<file path="config.mk">
export PLATFORM = sky130hd
export DESIGN_NAME = aac_alert_limit_regs
export DESIGN_NICKNAME = d
export VERILOG_FILES = /design/src/core/aac_pkg.sv /design/src/core/aac_alert_limit_regs.sv
export VERILOG_INCLUDE_DIRS = /design/src /design/src/core
export SDC_FILE = /design/constraint.sdc
export NUM_CORES = 1
export LEC_CHECK = 0
export BUFFER_PORTS_ARGS = -buffer_cell sky130_fd_sc_hd__buf_2
export CORE_MARGIN = 3
export CORE_UTILIZATION = 45
export DETAILED_ROUTE_END_ITERATION = 8
export PLACE_DENSITY = 0.63
export RECOVER_POWER = 50
export SYNTH_ARGS = -nofsm -noshare
export SYNTH_HDL_FRONTEND = slang
export SYNTH_SLANG_ARGS = --single-unit
</file>
<file path="constraint.sdc">
create_clock -name sys_clk -period 11.6 [get_ports sys_clk]
set_input_delay 1.74 -clock sys_clk [delete_from_list [all_inputs] [get_ports sys_clk]]
set_output_delay 1.74 -clock sys_clk [all_outputs]
set_load 0.02 [all_outputs]
</file>
<file path="src/core/aac_defines.svh">
// Purpose: Offsets, field positions, reset values and timing counts of the alert limit block.
// Assumes: A 125 MHz system clock.
// Notes:   Included by the design and the bench; definitions only.
`ifndef AAC_DEFINES_SVH
`define AAC_DEFINES_SVH

`define AAC_PTR_RESULT       3'h0
`define AAC_PTR_STATUS       3'h1
`define AAC_PTR_CONFIG       3'h2
`define AAC_PTR_LOW          3'h3
`define AAC_PTR_HIGH         3'h4
`define AAC_PTR_HYST         3'h5
`define AAC_PTR_MIN          3'h6
`define AAC_PTR_MAX          3'h7

`define AAC_CFG_RESET        8'h00
`define AAC_CFG_RSVD_BIT     1
`define AAC_LOW_RESET        12'h000
`define AAC_HIGH_RESET       12'hFFF
`define AAC_HYST_RESET       12'h000
`define AAC_MIN_RESET        12'hFFF
`define AAC_FLAG_OVER        1
`define AAC_FLAG_UNDER       0
`define AAC_RESULT_FLAG_BIT  15

// Selector code 1 means 32 conversion times, so the shift is the code plus this offset.
`define AAC_INTERVAL_SHIFT   4'h4
`define AAC_SINGLE_CONV_TIME_NS 1000
`define AAC_CLK_PERIOD_NS    8
`define AAC_CONV_CYCLES      ((`AAC_SINGLE_CONV_TIME_NS + `AAC_CLK_PERIOD_NS - 1) / `AAC_CLK_PERIOD_NS)

// Bus address of the device; the value is arbitrary.
`define AAC_BUS_ADDR         7'h2A

`endif

</file>
<file path="src/core/aac_pkg.sv">
// Purpose: Types shared by the alert limit block.
// Assumes: Constants come from aac_defines.svh.
// Notes:   Configuration fields travel as one packed struct.
package aac_pkg;

    typedef struct packed {
        logic [2:0] cycle_time;
        logic       alert_hold;
        logic       flag_enable;
        logic       pin_enable;
        logic       reserved;
        logic       polarity;
    } aac_cfg_t;

    typedef enum logic [6:0] {
        AAC_IDLE = 7'h01,
        AAC_ADDR = 7'h02,
        AAC_AACK = 7'h04,
        AAC_WRX  = 7'h08,
        AAC_WACK = 7'h10,
        AAC_RTX  = 7'h20,
        AAC_RACK = 7'h40
    } aac_state_t;

    typedef struct packed {
        logic        valid;
        logic [2:0]  ptr;
        logic [7:0]  byte8;
        logic [11:0] word;
    } aac_wr_t;

endpackage

</file>
<file path="src/core/aac_alert_limit_regs.sv">
// Purpose: Pointer-addressed configuration, limit and tracking registers behind a two-wire slave.
// Assumes: Bus clock and data are asynchronous pins; conversion data arrives on sys_clk.
// Notes:   The converter itself sits outside; this block asks for conversions and checks results.
//
// Summary of operation
// RULE_01: Selector code zero keeps automatic conversion off.
// RULE_02: Any non-zero selector starts repeated conversions without bus traffic.
// RULE_03: Interval is conversion time times 32 up to 2048 for codes one to seven.
// RULE_04: Configuration resets to zero, so automatic mode is off after power-up.
// RULE_05: Hold clear: flags clear once result is back inside limit beyond hysteresis.
// RULE_06: Hold set: flags never self-clear, only a written one clears them.
// RULE_07: Flag enable gates bit 15 of the result word.
// RULE_08: Pin enable low floats the alert pin, high drives it.
// RULE_09: Polarity zero makes the alert pin active low, one active high.
// RULE_10: Configuration bit 1 reads zero; the master writes zero there.
// RULE_11: Result below the lower threshold raises a low alert; threshold resets to zero.
// RULE_12: Result above the upper threshold raises a high alert; threshold resets to all ones.
// RULE_13: Alert holds until result moves inside the limit by more than hysteresis.
// RULE_14: Bits 15 to 12 of the twelve-bit registers read zero; master writes zero.
// RULE_15: Those values are unsigned twelve-bit numbers in bits 11 to 0.
// RULE_16: Pointers 2 to 6 select configuration, limits, hysteresis and lowest result.
// RULE_17: Automatic mode replaces the stored lowest result only by a lower result.
// RULE_18: Writing 0FFFh restarts lowest tracking; it is also the reset value.
// RULE_19: Conversions outside automatic mode leave the lowest result alone.
// RULE_20: Over-range flag is bit 1, under-range flag is bit 0.
// RULE_21: Writing one to a status flag clears it whatever the hold bit.
// RULE_22: With flag enable set, bit 15 is high while either flag is set.
// RULE_23: First written byte loads the pointer; only its three low bits count.
// RULE_24: An enabled alert pin shows active level while either flag is set.
// RULE_25: A result equal to a threshold sets no flag.
`timescale 1ns/100ps
`include "aac_defines.svh"

module aac_alert_limit_regs
    import aac_pkg::*;
#(
    parameter logic [6:0]  BUS_ADDR    = `AAC_BUS_ADDR,
    parameter logic [23:0] CONV_CYCLES = 24'(`AAC_CONV_CYCLES)
) (
    input  wire logic        sys_clk,
    input  wire logic        rst_n,
    input  wire logic        clk_en,
    input  wire logic        scl_i,
    input  wire logic        sda_i,
    output logic             sda_o,
    output logic             sda_oe,
    input  wire logic        conv_done,
    input  wire logic [11:0] conv_data,
    output logic             conv_start,
    output logic             alert_o,
    output logic             alert_oe
);

    logic       rst_s1_n, rst_s2_n;
    logic       scl_s1, scl_s2, scl_p, sda_s1, sda_s2, sda_p;

    always_ff @(posedge sys_clk or negedge rst_n) begin
        if (!rst_n) begin
            rst_s1_n <= 1'b0;
            rst_s2_n <= 1'b0;
        end else begin
            rst_s1_n <= 1'b1;
            rst_s2_n <= rst_s1_n;
        end
    end

    always_ff @(posedge sys_clk or negedge rst_s2_n) begin
        if (!rst_s2_n) begin
            scl_s1 <= 1'b1;
            scl_s2 <= 1'b1;
            scl_p  <= 1'b1;
            sda_s1 <= 1'b1;
            sda_s2 <= 1'b1;
            sda_p  <= 1'b1;
        end else if (clk_en) begin
            scl_s1 <= scl_i;
            scl_s2 <= scl_s1;
            scl_p  <= scl_s2;
            sda_s1 <= sda_i;
            sda_s2 <= sda_s1;
            sda_p  <= sda_s2;
        end
    end

    logic scl_rise, scl_fall, bus_start, bus_stop;
    assign scl_rise  = scl_s2 & ~scl_p;
    assign scl_fall  = ~scl_s2 & scl_p;
    assign bus_start = scl_s2 & scl_p & sda_p & ~sda_s2;
    assign bus_stop  = scl_s2 & scl_p & ~sda_p & sda_s2;

    // Register state.
    aac_cfg_t    cfg_q, cfg_d;
    logic [11:0] low_q, low_d, high_q, high_d, hyst_q, hyst_d, min_q, min_d, res_q, res_d;
    logic [1:0]  flags_q, flags_d;
    logic [23:0] timer_q, timer_d;
    logic        conv_start_q, conv_start_d, alert_q, alert_d, alert_oe_q, alert_oe_d;

    // Slave state.
    aac_state_t  st_q, st_d;
    logic [3:0]  cnt_q, cnt_d;
    logic [7:0]  sh_q, sh_d, tx_q, tx_d, hi_q, hi_d;
    logic [2:0]  ptr_q, ptr_d;
    logic [1:0]  phase_q, phase_d;
    logic        drv_q, drv_d, rd_lo_q, rd_lo_d, rd_conv;
    aac_wr_t     wr;

    function automatic logic is_byte_reg(input logic [2:0] p);
        return (p == `AAC_PTR_STATUS) || (p == `AAC_PTR_CONFIG);
    endfunction

    function automatic logic [15:0] read_word(input logic [2:0] p);
        logic [15:0] w;
        w = 16'h0000;
        unique case (p)
            `AAC_PTR_RESULT: w = {cfg_q.flag_enable & (|flags_q), 3'h0, res_q}; // RULE_07 RULE_22
            `AAC_PTR_STATUS: w = {14'h0000, flags_q};
            `AAC_PTR_CONFIG: w = {8'h00, cfg_q.cycle_time, cfg_q.alert_hold, cfg_q.flag_enable,
                                  cfg_q.pin_enable, 1'b0, cfg_q.polarity}; // RULE_10
            `AAC_PTR_LOW:    w = {4'h0, low_q};  // RULE_14 RULE_15
            `AAC_PTR_HIGH:   w = {4'h0, high_q};
            `AAC_PTR_HYST:   w = {4'h0, hyst_q};
            `AAC_PTR_MIN:    w = {4'h0, min_q};
            `AAC_PTR_MAX:    w = 16'h0000;
        endcase
        return w;
    endfunction

    // The first byte of a sixteen-bit register is its high byte; byte registers repeat.
    function automatic logic [7:0] pick_byte(input logic [2:0] p, input logic lo);
        logic [15:0] w;
        w = read_word(p);
        return (lo || is_byte_reg(p)) ? w[7:0] : w[15:8];
    endfunction

    always_comb begin
        st_d    = st_q;
        cnt_d   = cnt_q;
        sh_d    = sh_q;
        tx_d    = tx_q;
        hi_d    = hi_q;
        ptr_d   = ptr_q;
        phase_d = phase_q;
        drv_d   = drv_q;
        rd_lo_d = rd_lo_q;
        rd_conv = 1'b0;
        wr      = '0;
        if (bus_stop) begin
            st_d  = AAC_IDLE;
            drv_d = 1'b0;
        end else if (bus_start) begin
            st_d  = AAC_ADDR;
            cnt_d = 4'h0;
            drv_d = 1'b0;
        end else begin
            unique case (st_q)
                AAC_IDLE: begin
                    drv_d = 1'b0;
                end
                AAC_ADDR: begin
                    if (scl_rise) begin
                        sh_d  = {sh_q[6:0], sda_s2};
                        cnt_d = cnt_q + 4'h1;
                    end else if (scl_fall && cnt_q == 4'h8) begin
                        if (sh_q[7:1] == BUS_ADDR) begin
                            st_d    = AAC_AACK;
                            drv_d   = 1'b1;
                            phase_d = 2'h0;
                            tx_d    = pick_byte(ptr_q, 1'b0);
                            rd_lo_d = ~is_byte_reg(ptr_q);
                            // A read of the result word asks for a fresh conversion.
                            rd_conv = sh_q[0] && ptr_q == `AAC_PTR_RESULT;
                        end else begin
                            st_d = AAC_IDLE;
                        end
                    end
                end
                AAC_AACK: begin
                    if (scl_fall) begin
                        cnt_d = 4'h0;
                        if (sh_q[0]) begin
                            st_d  = AAC_RTX;
                            drv_d = ~tx_q[7];
                        end else begin
                            st_d  = AAC_WRX;
                            drv_d = 1'b0;
                        end
                    end
                end
                AAC_WRX: begin
                    if (scl_rise) begin
                        sh_d  = {sh_q[6:0], sda_s2};
                        cnt_d = cnt_q + 4'h1;
                    end else if (scl_fall && cnt_q == 4'h8) begin
                        st_d  = AAC_WACK;
                        drv_d = 1'b1;
                        if (phase_q == 2'h0) begin
                            ptr_d   = sh_q[2:0]; // RULE_23
                            phase_d = 2'h1;
                        end else if (is_byte_reg(ptr_q)) begin
                            wr.valid = 1'b1;
                            wr.ptr   = ptr_q;
                            wr.byte8 = sh_q;
                        end else if (phase_q == 2'h1) begin
                            hi_d    = sh_q;
                            phase_d = 2'h2;
                        end else begin
                            wr.valid = 1'b1;
                            wr.ptr   = ptr_q;
                            wr.word  = {hi_q[3:0], sh_q}; // RULE_14 RULE_15
                            phase_d  = 2'h1;
                        end
                    end
                end
                AAC_WACK: begin
                    if (scl_fall) begin
                        st_d  = AAC_WRX;
                        cnt_d = 4'h0;
                        drv_d = 1'b0;
                    end
                end
                AAC_RTX: begin
                    if (scl_rise) begin
                        cnt_d = cnt_q + 4'h1;
                    end else if (scl_fall) begin
                        if (cnt_q == 4'h8) begin
                            st_d  = AAC_RACK;
                            drv_d = 1'b0;
                        end else begin
                            tx_d  = {tx_q[6:0], 1'b0};
                            drv_d = ~tx_q[6];
                        end
                    end
                end
                AAC_RACK: begin
                    if (scl_rise) begin
                        if (sda_s2) begin
                            st_d = AAC_IDLE;
                        end else if (rd_lo_q) begin
                            tx_d    = pick_byte(ptr_q, 1'b1);
                            rd_lo_d = 1'b0;
                        end else begin
                            tx_d    = pick_byte(ptr_q, 1'b0);
                            rd_lo_d = ~is_byte_reg(ptr_q);
                        end
                    end else if (scl_fall) begin
                        st_d  = AAC_RTX;
                        cnt_d = 4'h0;
                        drv_d = ~tx_q[7];
                    end
                end
            endcase
        end
    end

    logic over_hit, under_hit, over_back, under_back, auto_on, auto_tick;
    logic [1:0] flag_set, flag_clr;

    always_comb begin
        cfg_d      = cfg_q;
        low_d      = low_q;
        high_d     = high_q;
        hyst_d     = hyst_q;
        min_d      = min_q;
        res_d      = res_q;
        timer_d    = timer_q;
        auto_on    = cfg_q.cycle_time != 3'h0; // RULE_01 RULE_02
        auto_tick  = 1'b0;
        // Thirteen-bit sums keep the hysteresis window from wrapping at the code range ends.
        over_hit   = conv_data > high_q; // RULE_12 RULE_25
        under_hit  = conv_data < low_q;  // RULE_11 RULE_25
        over_back  = {1'b0, conv_data} + {1'b0, hyst_q} < {1'b0, high_q}; // RULE_13
        under_back = {1'b0, conv_data} > {1'b0, low_q} + {1'b0, hyst_q};  // RULE_13
        flag_set   = 2'h0;
        flag_clr   = 2'h0;
        if (conv_done) begin
            res_d = conv_data;
            flag_set[`AAC_FLAG_OVER]  = over_hit;  // RULE_20
            flag_set[`AAC_FLAG_UNDER] = under_hit; // RULE_20
            if (!cfg_q.alert_hold) begin
                flag_clr[`AAC_FLAG_OVER]  = over_back;  // RULE_05
                flag_clr[`AAC_FLAG_UNDER] = under_back; // RULE_05 RULE_06
            end
            if (auto_on && conv_data < min_q) begin
                min_d = conv_data; // RULE_17 RULE_19
            end
        end
        if (wr.valid) begin
            unique case (wr.ptr)
                `AAC_PTR_STATUS: flag_clr = flag_clr | wr.byte8[1:0]; // RULE_21 RULE_06
                `AAC_PTR_CONFIG: begin
                    cfg_d          = aac_cfg_t'(wr.byte8);
                    cfg_d.reserved = 1'b0; // RULE_10
                end
                `AAC_PTR_LOW:    low_d  = wr.word; // RULE_16
                `AAC_PTR_HIGH:   high_d = wr.word; // RULE_16
                `AAC_PTR_HYST:   hyst_d = wr.word; // RULE_16
                `AAC_PTR_MIN:    min_d  = wr.word; // RULE_18
                default:         ;
            endcase
        end
        // A new violation wins over a clear that lands in the same cycle.
        flags_d = (flags_q & ~flag_clr) | flag_set;
        if (!auto_on) begin
            timer_d = 24'h000000; // RULE_01
        end else if (timer_q == 24'h000000) begin
            auto_tick = 1'b1; // RULE_02
            timer_d   = (CONV_CYCLES << (cfg_q.cycle_time + `AAC_INTERVAL_SHIFT)) - 24'h000001; // RULE_03
        end else begin
            timer_d = timer_q - 24'h000001;
        end
        conv_start_d = auto_tick | rd_conv;
        alert_d      = cfg_q.polarity ? (|flags_q) : ~(|flags_q); // RULE_09 RULE_24
        alert_oe_d   = cfg_q.pin_enable; // RULE_08
    end

    always_ff @(posedge sys_clk or negedge rst_s2_n) begin
        if (!rst_s2_n) begin
            cfg_q        <= aac_cfg_t'(`AAC_CFG_RESET); // RULE_04
            low_q        <= `AAC_LOW_RESET;  // RULE_11
            high_q       <= `AAC_HIGH_RESET; // RULE_12
            hyst_q       <= `AAC_HYST_RESET; // RULE_13
            min_q        <= `AAC_MIN_RESET;  // RULE_18
            res_q        <= 12'h000;
            flags_q      <= 2'h0;
            timer_q      <= 24'h000000;
            conv_start_q <= 1'b0;
            alert_q      <= 1'b1;
            alert_oe_q   <= 1'b0;
            st_q         <= AAC_IDLE;
            cnt_q        <= 4'h0;
            sh_q         <= 8'h00;
            tx_q         <= 8'h00;
            hi_q         <= 8'h00;
            ptr_q        <= `AAC_PTR_RESULT;
            phase_q      <= 2'h0;
            drv_q        <= 1'b0;
            rd_lo_q      <= 1'b0;
        end else if (clk_en) begin
            cfg_q        <= cfg_d;
            low_q        <= low_d;
            high_q       <= high_d;
            hyst_q       <= hyst_d;
            min_q        <= min_d;
            res_q        <= res_d;
            flags_q      <= flags_d;
            timer_q      <= timer_d;
            conv_start_q <= conv_start_d;
            alert_q      <= alert_d;
            alert_oe_q   <= alert_oe_d;
            st_q         <= st_d;
            cnt_q        <= cnt_d;
            sh_q         <= sh_d;
            tx_q         <= tx_d;
            hi_q         <= hi_d;
            ptr_q        <= ptr_d;
            phase_q      <= phase_d;
            drv_q        <= drv_d;
            rd_lo_q      <= rd_lo_d;
        end
    end

    // The data line is open drain: only a low is ever driven.
    assign sda_o      = 1'b0;
    assign sda_oe     = drv_q;
    assign conv_start = conv_start_q;
    assign alert_o    = alert_q;
    assign alert_oe   = alert_oe_q;

endmodule // aac_alert_limit_regs

</file>
==> results of run 1 <==
==> stage by stage <==
stage	instance area (µm²)	hold WS (ns)	instances	worst slack (ns)	total power [mW]
6_report	10800	0.353	1391	5.12	1.25
5_1_grt	10800	0.367	1391	4.40	1.31
4_1_cts	10800	0.356	1391	6.94	1.26
3_5_place_dp	10200	0.342	1359	6.50	0.742
3_3_place_gp	10200	0.335	1359	6.52	0.738
2_1_floorplan	9900	0.331	1106	6.87	0.687
==> layer usage <==
layer	share of wire, %	track usage (%)
met5	0	0
met4	2.6	7.65
met3	5.9	4.56
met2	45	36.4
met1	46	34.9
==> flip-flops by register name, summed over array words and instances (netlist names), 2 cells and up <==
signal and count:
low_q 12, hi_q 4, st_q 7, high_q 12, tx_q 8, sh_q 8
flags_q 2, hyst_q 12, phase_q 2, res_q 12, ptr_q 3, min_q 12
cfg_q 6, timer_q 24, cnt_q 4
==> cells in the mapped netlist, types with 7 or more instances <==
master,number
nand2_1,139
dfrtp_1,110
ha_1,87
a21oi_1,68
o21ai_0,57
inv_1,55
nor2_1,53
o21ai_1,53
clkbuf_1,39
mux2_2,38
dfstp_2,32
nor2b_1,25
nand4_1,22
nor3_1,19
nand2b_1,18
o31ai_1,18
nor4_1,16
nand3_1,14
a2bb2oi_1,13
mux2i_1,13
o21a_1,12
xnor2_1,12
a211oi_1,11
or3_1,11
xor2_1,10
a21o_1,8
o211ai_1,8
a22oi_1,7
and2_1,7
and3_1,7
==> kinds of logic (layout without fill, tap and decap cells) <==
group | count (synthesis) | in the layout | synth area share, %
adders and majority gates | 89 | 89 | 11.4
xor gates and xnor gates | 22 | 22 | 1.95
DFF | 142 | 142 | 36.3
other | 2 | 2 | 0.0758
and+or+nand+nor | 369 | 369 | 19.0
muxes | 57 | 57 | 6.54
buffers and inverters | 109 | 119 | 4.36
AOI/OAI and AO/OA | 316 | 316 | 20.4
==> critical path, stage by stage <==
cell and delay, ns:
buf_2 0.07, clkbuf_1 1.77, clkinv_1 1.47, nor2_1 0.35, o211ai_1 0.19, nand4b_1 0.65
nor3_1 0.44, a211o_1 0.15
==> area by class of cell <==
class                      count  share of cell area [%]
clock buffer                  20                    4.15
clock inverter                12                   0.977
inverter                      56                    1.95
multi-input combinational    855                    54.7
sequential                   142                    33.4
tap                          275                    3.20
timing repair buffer          31                    1.59
==> how the worst min path moves through the flow <==
stage                    endpoint  slack [ns]  cells after the start
2_1_floorplan  rst_s2_n$_DFF_PN0_        0.33                      0
3_3_place_gp   rst_s2_n$_DFF_PN0_        0.33                      0
3_5_place_dp   rst_s2_n$_DFF_PN0_        0.34                      0
4_1_cts        rst_s2_n$_DFF_PN0_        0.36                      0
5_1_grt        rst_s2_n$_DFF_PN0_        0.37                      0
6_report       rst_s2_n$_DFF_PN0_        0.35                      0
==> power by group through the flow <==
stage	clock network (mW)	registers, mW	logic (mW)
after floorplan	0	0.561	0.126
after detailed placement	0	0.570	0.172
final	0.519	0.562	0.173
after global placement	0	0.570	0.168
after CTS	0.529	0.562	0.172
after global routing	0.551	0.566	0.196
==> results.toml, run 1 <==
[clock_tree]
cts_setup_buffers = 0
htreeDepth = 4
insertion_delay_ns = 0.43
cts_buffers = 17
cts_hold_buffers = 0
clk_pin_slew_ns = 0.06
ctsResizeCount = 0
cts-root-buf = "clkbuf_16"
cts_tree = "built"
cts_sinks = 142
clk_path_buf_depth = 2

[yosys]
yosysSeqAreaShare_pct = 36.3
yosysWarningCount = 0
synth.ff_latch_count = 142
ys_types = 84
synth_nets = 1213
syn_area_mm2 = 0.00990
synth.avg_cell_area_um2 = 8.95
synth_area_leaders = "dfrtp_1, ha_1, dfstp_2"
synthCells = 1106
synth_top_area_share_pct = 27.8
synth_top_area_cell = "dfrtp_1"
ys_async_sr_fraction_pct = 100
synth_edf_count = 0
yosys_most_used_dff = "dfrtp_1"

[timing]
setup_tns_ns = 0
slew_headroom_pct = -182
clock_skew_ns = 0.0123
hold_viol = 0
tightest_slew_ns = 4.23
grt_setup_unrepaired = "no"
period_share_pct = 55.9
final_max_slew_viol_count = 197
finalSetupViolCount = 0
max_freq_mhz = 154
period_needed_ns = 6.48

[power]
leakagePower_nw = 4.51
combPwrFrac_pct = 13.8
p_int_uw = 881
pwr-share-seq_pct = 44.8
p_switching_uw = 373
max-vdd-ir-drop_mv = 0.0806
switching_share_pct = 29.8
p_clk_share_pct = 41.4
powerDensity_mw_per_mm2 = 117

[grt]
grt_max_degree = 82
grt_first_pass_wirelength_mm = 45.4
antenna_found_initial = 0
gr-usage-all-layers_pct = 24.1
grt_overflow = 0
grt_pass1_vias = 8120

[worst_setup_path]
crit_path_end = "tx_q[1]$_DFFE_PN0P_"
critical_path.startpoint = "clk_en"
worstSetupEndpointType = "flop"
rr_worst_depth = 1
critPathArrivalTime_ns = 6.85
critPathRequiredTime_ns = 11.96
crit_path_start_kind = "input port"
r2r-end = "hyst_q[1]$_DFFE_PN0P_"
ff2ff_setup_slack_ns = 5.61
path_class = "in2reg"
path_max_fanout = 53
r2r-start = "rst_s2_n$_DFF_PN0_"

[detailed_routing]
wl_per_cell_um = 20.2
dr.pass1.iters = 5
drt-initial-drc-count = 591
drcViolationCount = 0
routed_via_density = 6.08
drtAntennaViolNets = 0
vias = 8452
wl_mm = 28.1

[layout]
final_cell_mix = "nand2_1, dfrtp_1, ha_1"
multi_input_area_mm2 = 0.00589
final_util_pct = 50.4
final-seq-area_mm2 = 0.00359
diodes = 0
fillers = 1990
nets = 1210
final_common_cell = "nand2_1"
area_delta_synth_final_pct = 8.68
layout-drive-gt1-share_pct = 13.1

[floorplanning]
die_y_um = 154
die_w_um = 154
die_area_mm2 = 0.0238
ios = 23
core_mm2 = 0.0214
start_util_pct = 46.4
row_count = 53

[hold_path]
hold_path_startpoint = "rst_s1_n$_DFF_PN0_"
min_path_type = "reg2reg"

[place]
place.detailed.hpwl_mm = 20.8
numPortBuffers = 21
gp_congestion = 0.887

[flow_run]
maxCapViolCount = 3

[outcome]
failed_checks = "max-capacitance violations, max-slew violations"
status = "finished, violations left"
Power figures use the tool's default switching activity.
==> run 2, diff against run 1 <==
Clock period 11.6 ns to 6 ns, I/O delays scaled along.
==> run 2 against run 1 <==
Net effect: the run still ends with max-capacitance violations, max-slew violations left; count of clock-buffer cells in the layout fell by 3; die area did not move; combinational power rose by 94%; clock power rose by 110%; power rose by 100%; non-clock buffer count rose by 3; utilization rose by 0.36 points; flip-flop and latch count did not move; global-route usage rose by 0.13 points; worst hold slack got worse by 0.11 ns; cell area rose by 0.72%; setup slack got worse by 3.3 ns; largest power group is now the clock network; highest routed layer unchanged.
==> results.toml, run 2 (synthesized netlist as in run 1, its figures left out) <==
[worst_setup_path]
crit_buf_inv = 2
critPathMaxStageDelay_ns = 1.80
path_class = "in2reg"
crit_path_end = "low_q[6]$_DFFE_PN0P_"
ff2ff_setup_slack_ns = 1.93
crit_path_cell_trace = "clkbuf_1 > clkbuf_1 > and2_1 > nand3_1 > nand2_1 > o21ai_1"
r2r-start = "rst_s2_n$_DFF_PN0_"
r2r-end = "res_q[2]$_DFFE_PN0P_"
critPathMostFrequentCell = "clkbuf_1"
path_max_fanout = 51
rr_worst_depth = 1
critPathArrivalTime_ns = 4.48
critPathRequiredTime_ns = 6.26
worstSetupEndpointType = "flop"
crit_family = "buffers and inverters"
crit_path_start_kind = "input port"
critical_path.startpoint = "clk_en"
path_depth = 6
slowest_stage = "clkbuf_1"

[detailed_routing]
drt-initial-drc-count = 735
wl_per_cell_um = 20.3
dr.pass1.iters = 5
routed_via_density = 6.08
vias = 8476
drtAntennaViolNets = 0
wl_mm = 28.3
drcViolationCount = 0

[floorplanning]
row_count = 53
ios = 23
start_util_pct = 46.4
die_y_um = 154
die_area_mm2 = 0.0238
die_w_um = 154
core_mm2 = 0.0214

[timing]
period_share_pct = 70.4
tightest_slew_ns = 2.66
setup_tns_ns = 0
slew_headroom_pct = -77.5
clock_skew_ns = 0.0129
max_freq_mhz = 237
finalSetupViolCount = 0
grt_setup_unrepaired = "no"
period_needed_ns = 4.23
hold_viol = 0
holdWs_ns = 0.247
final_max_slew_viol_count = 195

[clock_tree]
cts_sinks = 142
clk_pin_slew_ns = 0.07
cts-root-buf = "clkbuf_16"
cts_tree = "built"
cts_setup_buffers = 0
clk_path_buf_depth = 2
insertion_delay_ns = 0.43
cts_buffers = 17
cts_hold_buffers = 0
ctsResizeCount = 0
htreeDepth = 4

[layout]
final_common_cell = "nand2_1"
final_cell_mix = "nand2_1, dfrtp_1, ha_1"
diodes = 0
stdcell_area_mm2 = 0.0108
regMostFlops = "timer_q"
layout-drive-gt1-share_pct = 13.0
nets = 1213
fillers = 2033
area_delta_synth_final_pct = 9.46
largest_reg_flops = 24
final_cells = 1394

[power]
max-vdd-ir-drop_mv = 0.162
leakagePower_nw = 4.54
powerDensity_mw_per_mm2 = 234

[grt]
grt_first_pass_wirelength_mm = 45.5
grt_overflow = 0
grt_max_degree = 76
grt_pass1_vias = 8072
gr-usage-all-layers_pct = 24.2
antenna_found_initial = 0

[place]
place.detailed.hpwl_mm = 20.9
numPortBuffers = 21
dp_cells = 1362
gp_congestion = 0.908
postPlaceCellArea_mm2 = 0.0102

[flow_run]
maxCapViolCount = 3

[hold_path]
min_path_type = "in2async"

[outcome]
failed_checks = "max-capacitance violations, max-slew violations"
status = "finished, violations left"
[run 2: changes by cell type in the layout (fill, tap and decap cells not counted), moves of 2 or more]
cell	previous run	this run
inv_8	1	5
buf_2	20	15
clkinv_4	4	1
bufinv_16	0	2
buf_4	8	10
clkbuf_1	5	8
clkinvlp_4	2	0
[run 2: worst min path at each step]
stage,slack (ns),to,depth (start not counted)
finish,0.25,rst_s2_n$_DFF_PN0_,1
global route,0.24,rst_s2_n$_DFF_PN0_,1
CTS,0.23,rst_s2_n$_DFF_PN0_,1
detailed placement,0.34,rst_s2_n$_DFF_PN0_,0
global placement,0.33,rst_s2_n$_DFF_PN0_,0
floorplan,0.33,rst_s2_n$_DFF_PN0_,0
[run 2: through the flow]
| step | power [mW] | util [%] | setup WS [ns] |
|---|---|---|---|
| after detailed placement | 1.43 | 48.0 | 1.73 |
| after floorplan | 1.33 | - | 1.81 |
| final | 2.53 | 50.8 | 1.77 |
| after CTS | 2.55 | 50.9 | 2.15 |
| after global placement | 1.43 | 48.0 | 1.75 |
| after global routing | 2.65 | 50.8 | 1.10 |
[run 2: layout make-up]
cell class              count  area, µm²  share of cell area, %
multi-input cells         855       5890                   54.4
repair buffers             34        185                   1.71
well taps                 275        344                   3.17
inverters                  56        210                   1.94
flip-flops and latches    142       3590                   33.1
clock buffers              17        425                   3.92
clock inverters            15        190                   1.75
[run 2: metal layers]
layer | up-vias | global-route usage (%) | part of all wire (%)
li1 | 4061 | - | -
met1 | 4116 | 35.3 | 48
met2 | 264 | 37.5 | 45
met3 | 35 | 3.81 | 5.2
met4 | 0 | 6.77 | 2.0
met5 | - | 0 | 0
[run 2: power breakdown]
group	leakage [nW]	switching, mW	total (mW)	internal, mW
Clock	0.306	0.476	1.11	0.637
Sequential	1.81	0.0649	1.09	1.02
Combinational	2.42	0.204	0.335	0.132
